==> src/rtl/afr_pkg.sv <==
/*
 Package for the alternate function pin redirect block: SFR addresses,
 field positions, reset values, mode codes and the pin bundles.
 Assumes an 8-bit special function register bus from the CPU core.
*/
package afr_pkg;

    // ------------------------------------------------------------
    // Register addresses and reset values
    // ------------------------------------------------------------
    localparam logic [7:0] AFR_ADDR_CTRL0 = 8'hA1;
    localparam logic [7:0] AFR_ADDR_CTRL1 = 8'hA2;
    localparam logic [7:0] AFR_ADDR_CTRL2 = 8'hA3;
    localparam logic [7:0] AFR_RESET_VAL = 8'h00;

    // ------------------------------------------------------------
    // Field positions
    // ------------------------------------------------------------
    localparam int AFR_CLK_SEL_HI = 7;
    localparam int AFR_CLK_SEL_LO = 6;
    localparam int AFR_FAST_DRIVE = 5;
    localparam int AFR_P4_SEL_HI = 3;
    localparam int AFR_P4_SEL_LO = 2;
    localparam int AFR_KEY_SEL_HI = 7;
    localparam int AFR_KEY_SEL_LO = 6;
    localparam int AFR_SPI_RELOC = 5;
    localparam int AFR_UART1_RELOC = 4;
    localparam int AFR_T2_RELOC = 3;
    localparam int AFR_CNT_ARRAY_RELOC = 2;
    localparam int AFR_IRQ3_SEL_HI = 7;
    localparam int AFR_IRQ3_SEL_LO = 6;
    localparam int AFR_IRQ2_SEL_HI = 5;
    localparam int AFR_IRQ2_SEL_LO = 4;

    // ------------------------------------------------------------
    // Mode codes
    // ------------------------------------------------------------
    typedef enum logic [1:0] {
        AFR_CLK_GPIO = 2'h0,
        AFR_CLK_DIV1 = 2'h1,
        AFR_CLK_DIV2 = 2'h2,
        AFR_CLK_DIV4 = 2'h3
    } afr_clk_fn_t;

    typedef enum logic [1:0] {
        AFR_P4_GPIO = 2'h0,
        AFR_P4_UART0 = 2'h1,
        AFR_P4_IRQ = 2'h2,
        AFR_P4_TIMER3 = 2'h3
    } afr_p4_fn_t;

    typedef enum logic [1:0] {
        AFR_SRC_OWN = 2'h0,
        AFR_SRC_RX = 2'h1,
        AFR_SRC_SDA = 2'h2,
        AFR_SRC_SS = 2'h3
    } afr_irq_src_t;

    typedef enum logic [1:0] {
        AFR_OSC_INTERNAL = 2'h0,
        AFR_OSC_CRYSTAL = 2'h1,
        AFR_OSC_EXTCLK = 2'h2
    } afr_osc_mode_t;

    // ------------------------------------------------------------
    // Pin bundles: one bit per pin of an 8-bit port
    // ------------------------------------------------------------
    typedef struct packed {
        logic [7:0] p0;
        logic [7:0] p1;
        logic [7:0] p2;
        logic [7:0] p3;
        logic [7:0] p4;
        logic [7:0] p5;
        logic [7:0] p6;
    } afr_ports_t;

    // Clock divider width
    localparam int AFR_DIV_W = 2;

endpackage

==> src/rtl/afr_redirect.sv <==
/*
 Alternate function pin redirect: three control SFRs and the muxing between
 peripherals and port pins. Assumes the CPU provides an SFR bus with one-cycle
 write and combinational read, and that the port block applies the returned
 out/oe per pin together with its own latch and mode bits.
*/
`timescale 1ns/1ps
module afr_redirect (
    // Clock and reset
    input wire logic clk,
    input wire logic nrst,
    // SFR bus (page ignored: registers are on every page)
    input wire logic [7:0] sfr_addr,
    input wire logic sfr_wr,
    input wire logic [7:0] sfr_wdata,
    output logic [7:0] sfr_rdata,
    output logic sfr_hit,
    // Clock source state
    input wire afr_pkg::afr_osc_mode_t osc_mode,
    // Pin levels (synchronised) and peripheral outputs
    input wire afr_pkg::afr_ports_t pin_in,
    input wire logic uart0_tx,
    input wire logic uart1_tx,
    input wire logic spi_mosi_out,
    input wire logic spi_mosi_oe,
    input wire logic spi_miso_out,
    input wire logic spi_miso_oe,
    input wire logic spi_sck_out,
    input wire logic spi_sck_oe,
    input wire logic t2_clk_out,
    input wire logic t2_clk_oe,
    input wire logic t3_clk_out,
    input wire logic t3_clk_oe,
    input wire logic [5:0] counter_array_out,
    input wire logic [5:0] counter_array_oe,
    // Peripheral inputs
    output logic uart0_rx,
    output logic uart1_rx,
    output logic spi_ss_in,
    output logic spi_mosi_in,
    output logic spi_miso_in,
    output logic spi_sck_in,
    output logic t2_in,
    output logic t2_ext_in,
    output logic t3_in,
    output logic t3_ext_in,
    output logic counter_array_ext_clock,
    output logic [5:0] counter_array_in,
    output logic [7:0] keypad_in,
    output logic ext_irq2_in,
    output logic ext_irq3_in,
    // Alternate function overrides to the port block
    output afr_pkg::afr_ports_t alt_out,
    output afr_pkg::afr_ports_t alt_oe,
    output logic clk_pin_crystal,
    output logic clk_pin_fast_drive
);
    import afr_pkg::*;

    // ------------------------------------------------------------
    // Control registers
    // ------------------------------------------------------------
    logic [7:0] ctrl0;
    logic [7:0] ctrl1;
    logic [7:0] ctrl2;
    logic wr0;
    logic wr1;
    logic wr2;

    // Address decode, page independent
    assign wr0 = sfr_wr && (sfr_addr == AFR_ADDR_CTRL0);
    assign wr1 = sfr_wr && (sfr_addr == AFR_ADDR_CTRL1);
    assign wr2 = sfr_wr && (sfr_addr == AFR_ADDR_CTRL2);
    assign sfr_hit = (sfr_addr == AFR_ADDR_CTRL0) || (sfr_addr == AFR_ADDR_CTRL1)
        || (sfr_addr == AFR_ADDR_CTRL2);

    // Register store; zero reset leaves every function at home
    always_ff @(posedge clk or negedge nrst) begin
        if (!nrst) begin
            ctrl0 <= AFR_RESET_VAL;
            ctrl1 <= AFR_RESET_VAL;
            ctrl2 <= AFR_RESET_VAL;
        end else begin
            if (wr0) ctrl0 <= sfr_wdata;
            if (wr1) ctrl1 <= sfr_wdata;
            if (wr2) ctrl2 <= sfr_wdata;
        end
    end

    // Read mux; unmapped addresses return zero
    assign sfr_rdata = (sfr_addr == AFR_ADDR_CTRL0) ? ctrl0 :
        (sfr_addr == AFR_ADDR_CTRL1) ? ctrl1 :
        (sfr_addr == AFR_ADDR_CTRL2) ? ctrl2 : 8'h00;

    // ------------------------------------------------------------
    // Field extraction
    // ------------------------------------------------------------
    afr_clk_fn_t clk_pin_function_sel;
    afr_p4_fn_t port4_sel;
    afr_irq_src_t irq3_sel;
    afr_irq_src_t irq2_sel;
    logic [1:0] keypad_port_sel;
    logic spi_relocate;
    logic serial1_relocate;
    logic timer2_relocate;
    logic counter_array_relocate;
    logic internal_osc;
    logic clk_out_gen;
    logic clk_pin_active;

    assign clk_pin_function_sel = afr_clk_fn_t'(ctrl0[AFR_CLK_SEL_HI:AFR_CLK_SEL_LO]);
    assign port4_sel = afr_p4_fn_t'(ctrl0[AFR_P4_SEL_HI:AFR_P4_SEL_LO]);
    assign keypad_port_sel = ctrl1[AFR_KEY_SEL_HI:AFR_KEY_SEL_LO];
    assign spi_relocate = ctrl1[AFR_SPI_RELOC];
    assign serial1_relocate = ctrl1[AFR_UART1_RELOC];
    assign timer2_relocate = ctrl1[AFR_T2_RELOC];
    assign counter_array_relocate = ctrl1[AFR_CNT_ARRAY_RELOC];
    assign irq3_sel = afr_irq_src_t'(ctrl2[AFR_IRQ3_SEL_HI:AFR_IRQ3_SEL_LO]);
    assign irq2_sel = afr_irq_src_t'(ctrl2[AFR_IRQ2_SEL_HI:AFR_IRQ2_SEL_LO]);

    // ------------------------------------------------------------
    // Clock-capable pin 6.0
    // ------------------------------------------------------------
    // Field only counts with an internal RC oscillator; else pin is oscillator's
    assign internal_osc = (osc_mode == AFR_OSC_INTERNAL);
    assign clk_pin_crystal = !internal_osc;
    assign clk_pin_active = internal_osc && (clk_pin_function_sel != AFR_CLK_GPIO);
    // Drive only; push-pull or open-drain stays with the port mode bit
    assign clk_pin_fast_drive = ctrl0[AFR_FAST_DRIVE];

    afr_clk_div u_clk_div (
        .clk(clk),
        .nrst(nrst),
        .fn(clk_pin_function_sel),
        .clk_out(clk_out_gen)
    );

    // ------------------------------------------------------------
    // Peripheral inputs from the active pin
    // ------------------------------------------------------------
    // Software keeps one relocation bit at a time; muxes do not check it
    assign spi_ss_in = spi_relocate ? pin_in.p5[4] : pin_in.p1[4];
    assign spi_mosi_in = spi_relocate ? pin_in.p5[5] : pin_in.p1[5];
    assign spi_miso_in = spi_relocate ? pin_in.p5[6] : pin_in.p1[6];
    assign spi_sck_in = spi_relocate ? pin_in.p5[7] : pin_in.p1[7];
    assign uart1_rx = serial1_relocate ? pin_in.p5[2] : pin_in.p1[2];
    assign t2_in = timer2_relocate ? pin_in.p5[0] : pin_in.p1[0];
    assign t2_ext_in = timer2_relocate ? pin_in.p5[1] : pin_in.p1[1];
    assign counter_array_ext_clock = counter_array_relocate ? pin_in.p6[1] : pin_in.p2[1];
    assign counter_array_in = counter_array_relocate ? pin_in.p6[7:2] : pin_in.p2[7:2];
    assign uart0_rx = (port4_sel == AFR_P4_UART0) ? pin_in.p4[4] : pin_in.p3[0];
    assign t3_ext_in = (port4_sel == AFR_P4_TIMER3) ? pin_in.p4[4] : pin_in.p0[0];
    assign t3_in = (port4_sel == AFR_P4_TIMER3) ? pin_in.p4[5] : pin_in.p0[1];

    // Keypad port select
    assign keypad_in = (keypad_port_sel == 2'h0) ? pin_in.p0 :
        (keypad_port_sel == 2'h1) ? pin_in.p2 :
        (keypad_port_sel == 2'h2) ? pin_in.p5 : pin_in.p6;

    // ------------------------------------------------------------
    // External interrupt sources
    // ------------------------------------------------------------
    logic irq2_pin;
    logic irq3_pin;

    // Own pins move to port 4 pair in interrupt mode
    assign irq2_pin = (port4_sel == AFR_P4_IRQ) ? pin_in.p4[4] : pin_in.p4[3];
    assign irq3_pin = (port4_sel == AFR_P4_IRQ) ? pin_in.p4[5] : pin_in.p4[2];

    // Relocatable sources taken from the pin carrying them now
    assign ext_irq2_in = (irq2_sel == AFR_SRC_OWN) ? irq2_pin :
        (irq2_sel == AFR_SRC_RX) ? uart0_rx :
        (irq2_sel == AFR_SRC_SDA) ? pin_in.p4[1] : spi_ss_in;
    assign ext_irq3_in = (irq3_sel == AFR_SRC_OWN) ? irq3_pin :
        (irq3_sel == AFR_SRC_RX) ? uart1_rx :
        (irq3_sel == AFR_SRC_SDA) ? pin_in.p4[1] : spi_ss_in;

    // ------------------------------------------------------------
    // Output overrides; a zero oe leaves the pin to its port latch
    // ------------------------------------------------------------
    always_comb begin
        alt_out = '0;
        alt_oe = '0;
        // Serial 0 transmit
        if (port4_sel == AFR_P4_UART0) begin
            alt_out.p4[5] = uart0_tx;
            alt_oe.p4[5] = 1'b1;
        end else begin
            alt_out.p3[1] = uart0_tx;
            alt_oe.p3[1] = 1'b1;
        end
        // Timer 3 clock out
        if (port4_sel == AFR_P4_TIMER3) begin
            alt_out.p4[5] = t3_clk_out;
            alt_oe.p4[5] = t3_clk_oe;
        end else begin
            alt_out.p0[1] = t3_clk_out;
            alt_oe.p0[1] = t3_clk_oe;
        end
        // Serial 1 transmit
        if (serial1_relocate) begin
            alt_out.p5[3] = uart1_tx;
            alt_oe.p5[3] = 1'b1;
        end else begin
            alt_out.p1[3] = uart1_tx;
            alt_oe.p1[3] = 1'b1;
        end
        // Timer 2 clock out
        if (timer2_relocate) begin
            alt_out.p5[0] = t2_clk_out;
            alt_oe.p5[0] = t2_clk_oe;
        end else begin
            alt_out.p1[0] = t2_clk_out;
            alt_oe.p1[0] = t2_clk_oe;
        end
        // SPI data and clock
        if (spi_relocate) begin
            alt_out.p5[7:5] = {spi_sck_out, spi_miso_out, spi_mosi_out};
            alt_oe.p5[7:5] = {spi_sck_oe, spi_miso_oe, spi_mosi_oe};
        end else begin
            alt_out.p1[7:5] = {spi_sck_out, spi_miso_out, spi_mosi_out};
            alt_oe.p1[7:5] = {spi_sck_oe, spi_miso_oe, spi_mosi_oe};
        end
        // Counter array compare outputs
        if (counter_array_relocate) begin
            alt_out.p6[7:2] = counter_array_out;
            alt_oe.p6[7:2] = counter_array_oe;
        end else begin
            alt_out.p2[7:2] = counter_array_out;
            alt_oe.p2[7:2] = counter_array_oe;
        end
        // Clock output on pin 6.0
        if (clk_pin_active) begin
            alt_out.p6[0] = clk_out_gen;
            alt_oe.p6[0] = 1'b1;
        end
    end

endmodule // afr_redirect

==> src/rtl/afr_clk_div.sv <==
/*
 Clock output generator for the clock-capable pin: system clock, /2 or /4.
 Assumes clk is the system clock; the /1 choice is a gated copy of clk.
*/
`timescale 1ns/1ps
module afr_clk_div (
    // Clock and reset
    input wire logic clk,
    input wire logic nrst,
    // Control
    input wire afr_pkg::afr_clk_fn_t fn,
    // Output
    output logic clk_out
);
    import afr_pkg::*;

    logic [AFR_DIV_W-1:0] cnt;
    logic div_sel;

    // Free running divider counter
    always_ff @(posedge clk or negedge nrst) begin
        if (!nrst) begin
            cnt <= '0;
        end else begin
            cnt <= cnt + 1'b1;
        end
    end

    // Select tap; /1 passes clk itself, the only non-flop path allowed
    assign div_sel = (fn == AFR_CLK_DIV2) ? cnt[0] : cnt[AFR_DIV_W-1];
    assign clk_out = (fn == AFR_CLK_DIV1) ? clk : ((fn == AFR_CLK_GPIO) ? 1'b0 : div_sel);

endmodule // afr_clk_div

==> config.mk <==
export PLATFORM = sky130hd
export DESIGN_NAME = afr_redirect
export DESIGN_NICKNAME = d
export VERILOG_FILES = /design/src/rtl/afr_pkg.sv /design/src/rtl/afr_redirect.sv /design/src/rtl/afr_clk_div.sv
export SDC_FILE = /design/constraint.sdc
export NUM_CORES = 1
export LEC_CHECK = 0
export BUFFER_PORTS_ARGS = -buffer_cell sky130_fd_sc_hd__buf_2
export CORE_AREA = 3 3 96 98
export CTS_BUF_LIST = sky130_fd_sc_hd__clkbuf_8
export CTS_CLUSTER_SIZE = 40
export DETAILED_ROUTE_END_ITERATION = 16
export DIE_AREA = 0 0 99 101
export MAX_ROUTING_LAYER = met4
export PLACE_DENSITY = 0.67
export SKIP_LAST_GASP = 1
export SLEW_MARGIN = 10
export SYNTH_ARGS = -nofsm -noshare
export SYNTH_HDL_FRONTEND = slang
export SYNTH_SLANG_ARGS = --single-unit
==> constraint.sdc <==
create_clock -name clk -period 3.75 [get_ports clk]
set_input_delay 0.75 -clock clk [delete_from_list [all_inputs] [get_ports clk]]
set_output_delay 0.75 -clock clk [all_outputs]
set_load 0.02 [all_outputs]
# Yosys cells after proc, flatten, opt, wreduce, memory -nomap -nowiden
# Cells that the tools add are included.
dict set report word_totals {
  ff_bits 26
  latch_bits 0
  ramBits 0
  rom_bits 0
  inputBits 101
  out_inout_bits 150
  n_memories 0
}
dict set report classes {
  addsub 1
  multipliers 0
  div_mod_pow 0
  n_lt_le_gt_ge 0
  n_eq_ne 14
  shifts 0
  muxes 55
  n_bitwise 0
  n_reduce_logical 13
}
# operator n
set op_table {}
lappend op_table {{8-bit 2-to-1 mux} 6}
lappend op_table {{1-bit 2-to-1 mux} 40}
lappend op_table {{6-bit 2-to-1 mux} 5}
lappend op_table {{8-bit equality test (second input constant)} 3}
lappend op_table {{2-bit equality test (second input constant)} 6}
lappend op_table {{3-bit 2-to-1 mux} 4}
lappend op_table {{2-bit by 1-bit equality test with 1-bit output (second input constant)} 5}
lappend op_table {{2-bit zero test} 5}
lappend op_table {{1-bit logical AND} 4}
lappend op_table {{2-bit by 1-bit adder with 2-bit output (second input constant)} 1}
lappend op_table {{1-bit logical OR} 2}
lappend op_table {{2-bit nonzero test} 1}
lappend op_table {{1-bit zero test} 1}

# Logic depth before layout (Yosys ltp)
# Gate-level depths: netlist of run 1.
dict set report logic_depth {
  depth_word 5
  ltp_mapped 5
  depth_no_buf 3
}

# Cells and area by module
# A second synthesis of run 1 with hierarchy kept.
dict set report unflattened {
  cells_unflattened 261
  hier_area_um2 2638.8
}
# module n_inst cells_each area_per_inst_um2
set modules_own_cells {}
lappend modules_own_cells {afr_redirect 1 254 2552.4}
lappend modules_own_cells {afr_clk_div 1 7 86.3}

==> results by group, run 1 <==
Outcome
  • Outcome: completed

GRT
  • Initial antenna violation count: 0
  • First-pass GRT wire length: about 12,000 um
  • Vias in the first global route: 2,226
  • Largest net degree at the start of global routing: 27
  • Congestion Overflow GR: 0
  • Total GRT Usage: 0.156

Worst setup path
  • Top delay family on crit path: buffers and inverters
  • Crit path capture type: primary output
  • CP bufs+invs: 3
  • Worst reg2reg path endpoint: ctrl1[2]
  • Crit-path cells: clkbuf_8, clkbuf_8, mux2_2, nand2_1, a21oi_1, buf_2
  • Cell mode on critical path: clkbuf_8
  • R2R setup slack: between 2000 and 3000 ps
  • RR Startpoint: ctrl1[2]
  • Depth of the worst register-to-register path: 1
  • Startpoint Class: clock port
  • Worst path max stage delay: 250 ps
  • CP arrival: around 2600 ps
  • Crit path kind: clock port to primary output
  • WP data required: 3000 ps
  • CP max-delay cell: mux2_2
  • Critical path peak fanout: 2

Drt
  • Via Count: around 2,300
  • DRT iter0 DRCs: 45
  • Drt drc: 0
  • Top Metal Used: met4
  • Met3 WL: 587 um
  • M1 WL: 3350 um
  • Post-DR wirelength/cell: 15.3 um
  • Vias per inst: 4.34
  • Final WL: 8260 um
  • Metal2 WL: 4250 um
  • Drt pass-1 iters: 4
  • DRT antenna net count: 0

Yosys
  • Synth area leaders: dfrtp_1, buf_4, mux2_2, mux4_2, nor2b_1
  • Yosys top cell area share: 0.247
  • FF+latch count, synth: 26
  • Yosys cell types: 35
  • Mapped cell area: 0.00263 mm2
  • Ys async rst share: 1.00
  • Area leader, netlist: dfrtp_1
  • Post-synth EDFFs: 0
  • Seq/Total Area, Yosys: 0.247
  • Post-Synthesis Cells: approximately 260
  • Yosys warnings: 0
  • Ys flop type: dfrtp_1
  • Mapped Avg Cell Area: 10.2 um2

Die
  • Core area: 0.00855 mm2
  • Initial core utilization: 0.308
  • Chip height: 101 um
  • Cell Rows: 34
  • Die W: 99 um
  • Die Footprint: approximately 0.010 mm2
  • I/O pin cnt: 251

Final layout
  • Most frequent cells in the layout: buf_2, conb_1, mux2_2
  • FF/Latch Area: about 650 um2
  • Fill cells: 863
  • Commonest non-fill, non-tap cell in the layout: buf_2
  • Layout Nets: 533
  • # diodes: 0
  • Area occupied by multi-input gates: between 0.0015 and 0.002 mm2
  • Area Growth Syn to Fin: 31.5%
  • Proportion of layout cells with a drive suffix above 1: 0.587

Timing
  • RSZ-0062 raised after global routing: no
  • Clock skew: just under 0.5 ps
  • Fin. Hold Viols: 0
  • WHS: 370 ps
  • Least-Margin Pin Slew: 656 ps
  • # setup viols final: 0
  • Final max-slew violation count: 0
  • Max_slew headroom: 0.562
  • Setup TNS: 0 ps

CTS
  • CTS tree: built
  • Setup Fix Bufs, Post-CTS: 0
  • Clock slew at reported path FFs: 90 ps
  • Clk Latency, worst-skew pair: 370 ps
  • Hold-fix buffers at CTS: 0
  • Post-CTS sizing: 0

Power
  • Worst vdd ir: 0.000211 V
  • Total chip power: roughly 0.95 mW
  • Leak: 1.90 nW
  • Pwr dens: around 270 mW/mm2

Min path
  • Worst Hold Class: input port to async pin

Placed design
  • IO buf count: between 150 and 200
  • GPL Wtd Cong: 0.928
  • DP Wirelength: 7010 um

Run
  • Maxcap violations: 0
power breakdown:
part,switching [mW],internal [mW],leakage [nW]
clock network,0.101,0.218,0.0678
registers,0.0210,0.292,0.355
logic,0.190,0.125,1.48
total,0.312,0.635,1.90
Yosys cell counts, drive strengths merged (2+ instances only):
cell	instances
a21oi	2
a22oi	8
and2	23
buf	71
clkbuf	4
dfrtp	26
inv	4
mux2	52
mux4	9
nand2	3
nor2	14
nor2b	25
cells by family (layout without fill, tap and decap cells):
family / Yosys count / after routing / share of synthesized area
xor+xnor: 1 / 1 / 0.00333
other cells: 1 / 60 / 0.00143
flops: 26 / 26 / 0.247
mux: 62 / 62 / 0.316
simple gates: 76 / 76 / 0.178
compound gates: 14 / 14 / 0.0385
buf+inv: 79 / 192 / 0.215
routing by layer:
layer,GRT usage,up-vias
met3,0.0180,4
met2,0.264,117
met5,-,-
met1,0.198,1107
met4,0.0410,0
li1,-,1112
cell type report:
cell class | count | share of cell area
multi-input combinational | 213 | 0.473
timing repair buffer | 180 | 0.262
sequential | 26 | 0.188
tap | 108 | 0.0391
clock buffer | 7 | 0.0253
clock inverter | 1 | 0.00868
inverter | 4 | 0.00434
per-stage QoR:
step	cell area [um2]	std cells	worst slack [ps]	utilization
6_report	3460	539	391	0.405
2_1_floorplan	2850	318	688	-
3_3_place_gp	3350	532	634	0.391
3_5_place_dp	3350	532	633	0.391
5_1_grt	3460	539	357	0.405
4_1_cts	3460	539	382	0.405
worst max path at each step:
stage          startpoint    endpoint  cells past startpoint
3_5_place_dp          clk  alt_out[0]                      4
3_3_place_gp          clk  alt_out[0]                      4
2_1_floorplan         clk  alt_out[0]                      3
4_1_cts               clk  alt_out[0]                      6
6_report              clk  alt_out[0]                      6
5_1_grt               clk  alt_out[0]                      6
registers in the layout, indices dropped and copies added (netlist names):
signal         cells
ctrl2              8
u_clk_div.cnt      2
ctrl0              8
ctrl1              8
(Power assumes the default switching activity.)
==> run 2: changes to the inputs <==
SETUP_SLACK_MARGIN = 0.5   (was not set)
==> results by group, run 2 (synthesized netlist as in run 1, its figures left out) <==
GRT
  • Total GRT Usage: 0.156 (unchanged)
  • Congestion Overflow GR: 0 (unchanged)
  • Largest net degree at the start of global routing: 27 (unchanged)
  • Vias in the first global route: 2,226 (unchanged)
  • First-pass GRT wire length: 12,000 um (unchanged)
  • Initial antenna violation count: 0 (unchanged)

Min path
  • Worst Hold Class: input port to async pin

Worst setup path
  • RR Startpoint: ctrl1[2]
  • Crit-path cells: buf_8, buf_8, mux2_4, nand2_2, a21oi_2, buf_6
  • Cell mode on critical path: buf_8
  • Crit path kind: clock port to primary output
  • Worst reg2reg path endpoint: ctrl1[2]
  • Startpoint Class: clock port
  • WP data required: 3000 ps (about the same)
  • Critical path peak fanout: 2 (unchanged)
  • CP arrival: 2590 ps (-20 ps)
  • R2R setup slack: 2630 ps (about the same)
  • Depth of the worst register-to-register path: 1 (unchanged)
  • CP bufs+invs: 3 (unchanged)
  • Top delay family on crit path: buffers and inverters
  • Worst path max stage delay: 260 ps (about the same)
  • CP max-delay cell: mux2_4
  • Crit path capture type: primary output

Die
  • Chip height: 101 um (unchanged)
  • I/O pin cnt: 251 (unchanged)
  • Die W: 99 um (unchanged)
  • Initial core utilization: 0.308 (unchanged)
  • Core area: 0.00855 mm2 (unchanged)
  • Die Footprint: 0.0100 mm2 (unchanged)
  • Cell Rows: 34 (unchanged)

Timing
  • Fin. Hold Viols: 0 (unchanged)
  • WHS: 371 ps (+0.579 ps)
  • Final max-slew violation count: 0 (unchanged)
  • RSZ-0062 raised after global routing: yes
  • Least-Margin Pin Slew: 658 ps (+1.91 ps)
  • # setup viols final: 0 (unchanged)
  • Max_slew headroom: 0.561 (-0.00128)
  • Clock skew: 0.249 ps (-0.239 ps)
  • Setup TNS: 0 ps (unchanged)

Final layout
  • # diodes: 0 (unchanged)
  • Layout Nets: 533 (unchanged)
  • Proportion of layout cells with a drive suffix above 1: 0.592 (+0.00464)
  • Largest regs: ctrl0: 8 flops, ctrl1: 8 flops, ctrl2: 8 flops
  • Area Growth Syn to Fin: 32.2%
  • Most frequent cells in the layout: buf_2, conb_1, mux2_2
  • Commonest non-fill, non-tap cell in the layout: buf_2

Drt
  • Drt drc: 0 (unchanged)
  • Final WL: 8300 um (+0.57%)
  • Post-DR wirelength/cell: 15.4 um (+0.57%)
  • Vias per inst: 4.35 (+0.26%)
  • Via Count: 2,346 (+0.26%)
  • DRT antenna net count: 0 (unchanged)
  • Drt pass-1 iters: 4 (unchanged)
  • DRT iter0 DRCs: 59 (+31%)

Placed design
  • IO buf count: 179 (unchanged)
  • DP Wirelength: 7010 um (unchanged)
  • GPL Wtd Cong: 0.928 (unchanged)

CTS
  • Clock slew at reported path FFs: 90 ps (about the same)
  • Clk Latency, worst-skew pair: 370 ps (about the same)
  • CTS tree: built

Power
  • Pwr dens: 279 mW/mm2 (+2.1%)
  • Leak: 1.91 nW (+0.28%)
  • Worst vdd ir: 0.000244 V (+16%)

Outcome
  • Outcome: completed

Run
  • Maxcap violations: 0 (unchanged)
## run 2: cell types whose count changed in the layout (fill, tap and decap cells not counted), sizes merged
| cell | delta |
|---|---|
| clkbuf | -2 |
| buf | +2 |
## run 2: final cells by class
| cell class | instances | area (um2) |
|---|---|---|
| Inverter | 4 | 15.0 |
| Fill cell | 860 | 5070 |
| Timing Repair Buffer | 180 | 906 |
| Tap cell | 108 | 135 |
| Multi-Input combinational cell | 213 | 1650 |
| Clock buffer | 7 | 96.3 |
| Sequential cell | 26 | 651 |
| Clock inverter | 1 | 30.0 |
## run 2: per-stage QoR
stage / utilization / power [mW] / std cells / instance area [um2] / setup WS (ps)
floorplan: - / 0.590 / 318 / 2850 / 688
global placement: 0.391 / 0.640 / 532 / 3350 / 634
detailed placement: 0.391 / 0.645 / 532 / 3350 / 633
CTS: 0.405 / 0.959 / 539 / 3460 / 382
global route: 0.407 / 1.03 / 539 / 3480 / 392
finish: 0.407 / 0.972 / 539 / 3480 / 411
## run 2: worst max path at each step
stage	from	to	slack, ps	cells past startpoint
CTS	clk	alt_out[0]	380	6
detailed placement	clk	alt_out[0]	630	4
global placement	clk	alt_out[0]	630	4
finish	clk	alt_out[0]	410	6
global route	clk	alt_out[0]	390	6
floorplan	clk	alt_out[0]	690	3
## run 2: report_power, final
part           total (mW)  internal (mW)  switching [mW]
Combinational       0.314          0.125           0.190
Clock               0.344          0.236           0.108
Sequential          0.313          0.292          0.0211
## run 2: timing repair
action                     in CTS  in global routing
hold buffers                    0                  0
setup endpoints to repair       1                  1
pin swaps                       0                  1
hold endpoints to repair        0                  0
setup buffers                   0                  0
resized for setup               0                  7
## run 2: layer usage
layer / track usage / up-vias / share of wire / wire length [um]
met3: 0.0180 / 4 / 0.069 / 574
met1: 0.198 / 1115 / 0.41 / 3370
li1: - / 1112 / - / -
met5: - / - / 0 / 0
met4: 0.0410 / 0 / 0.0076 / 63
met2: 0.264 / 115 / 0.52 / 4290
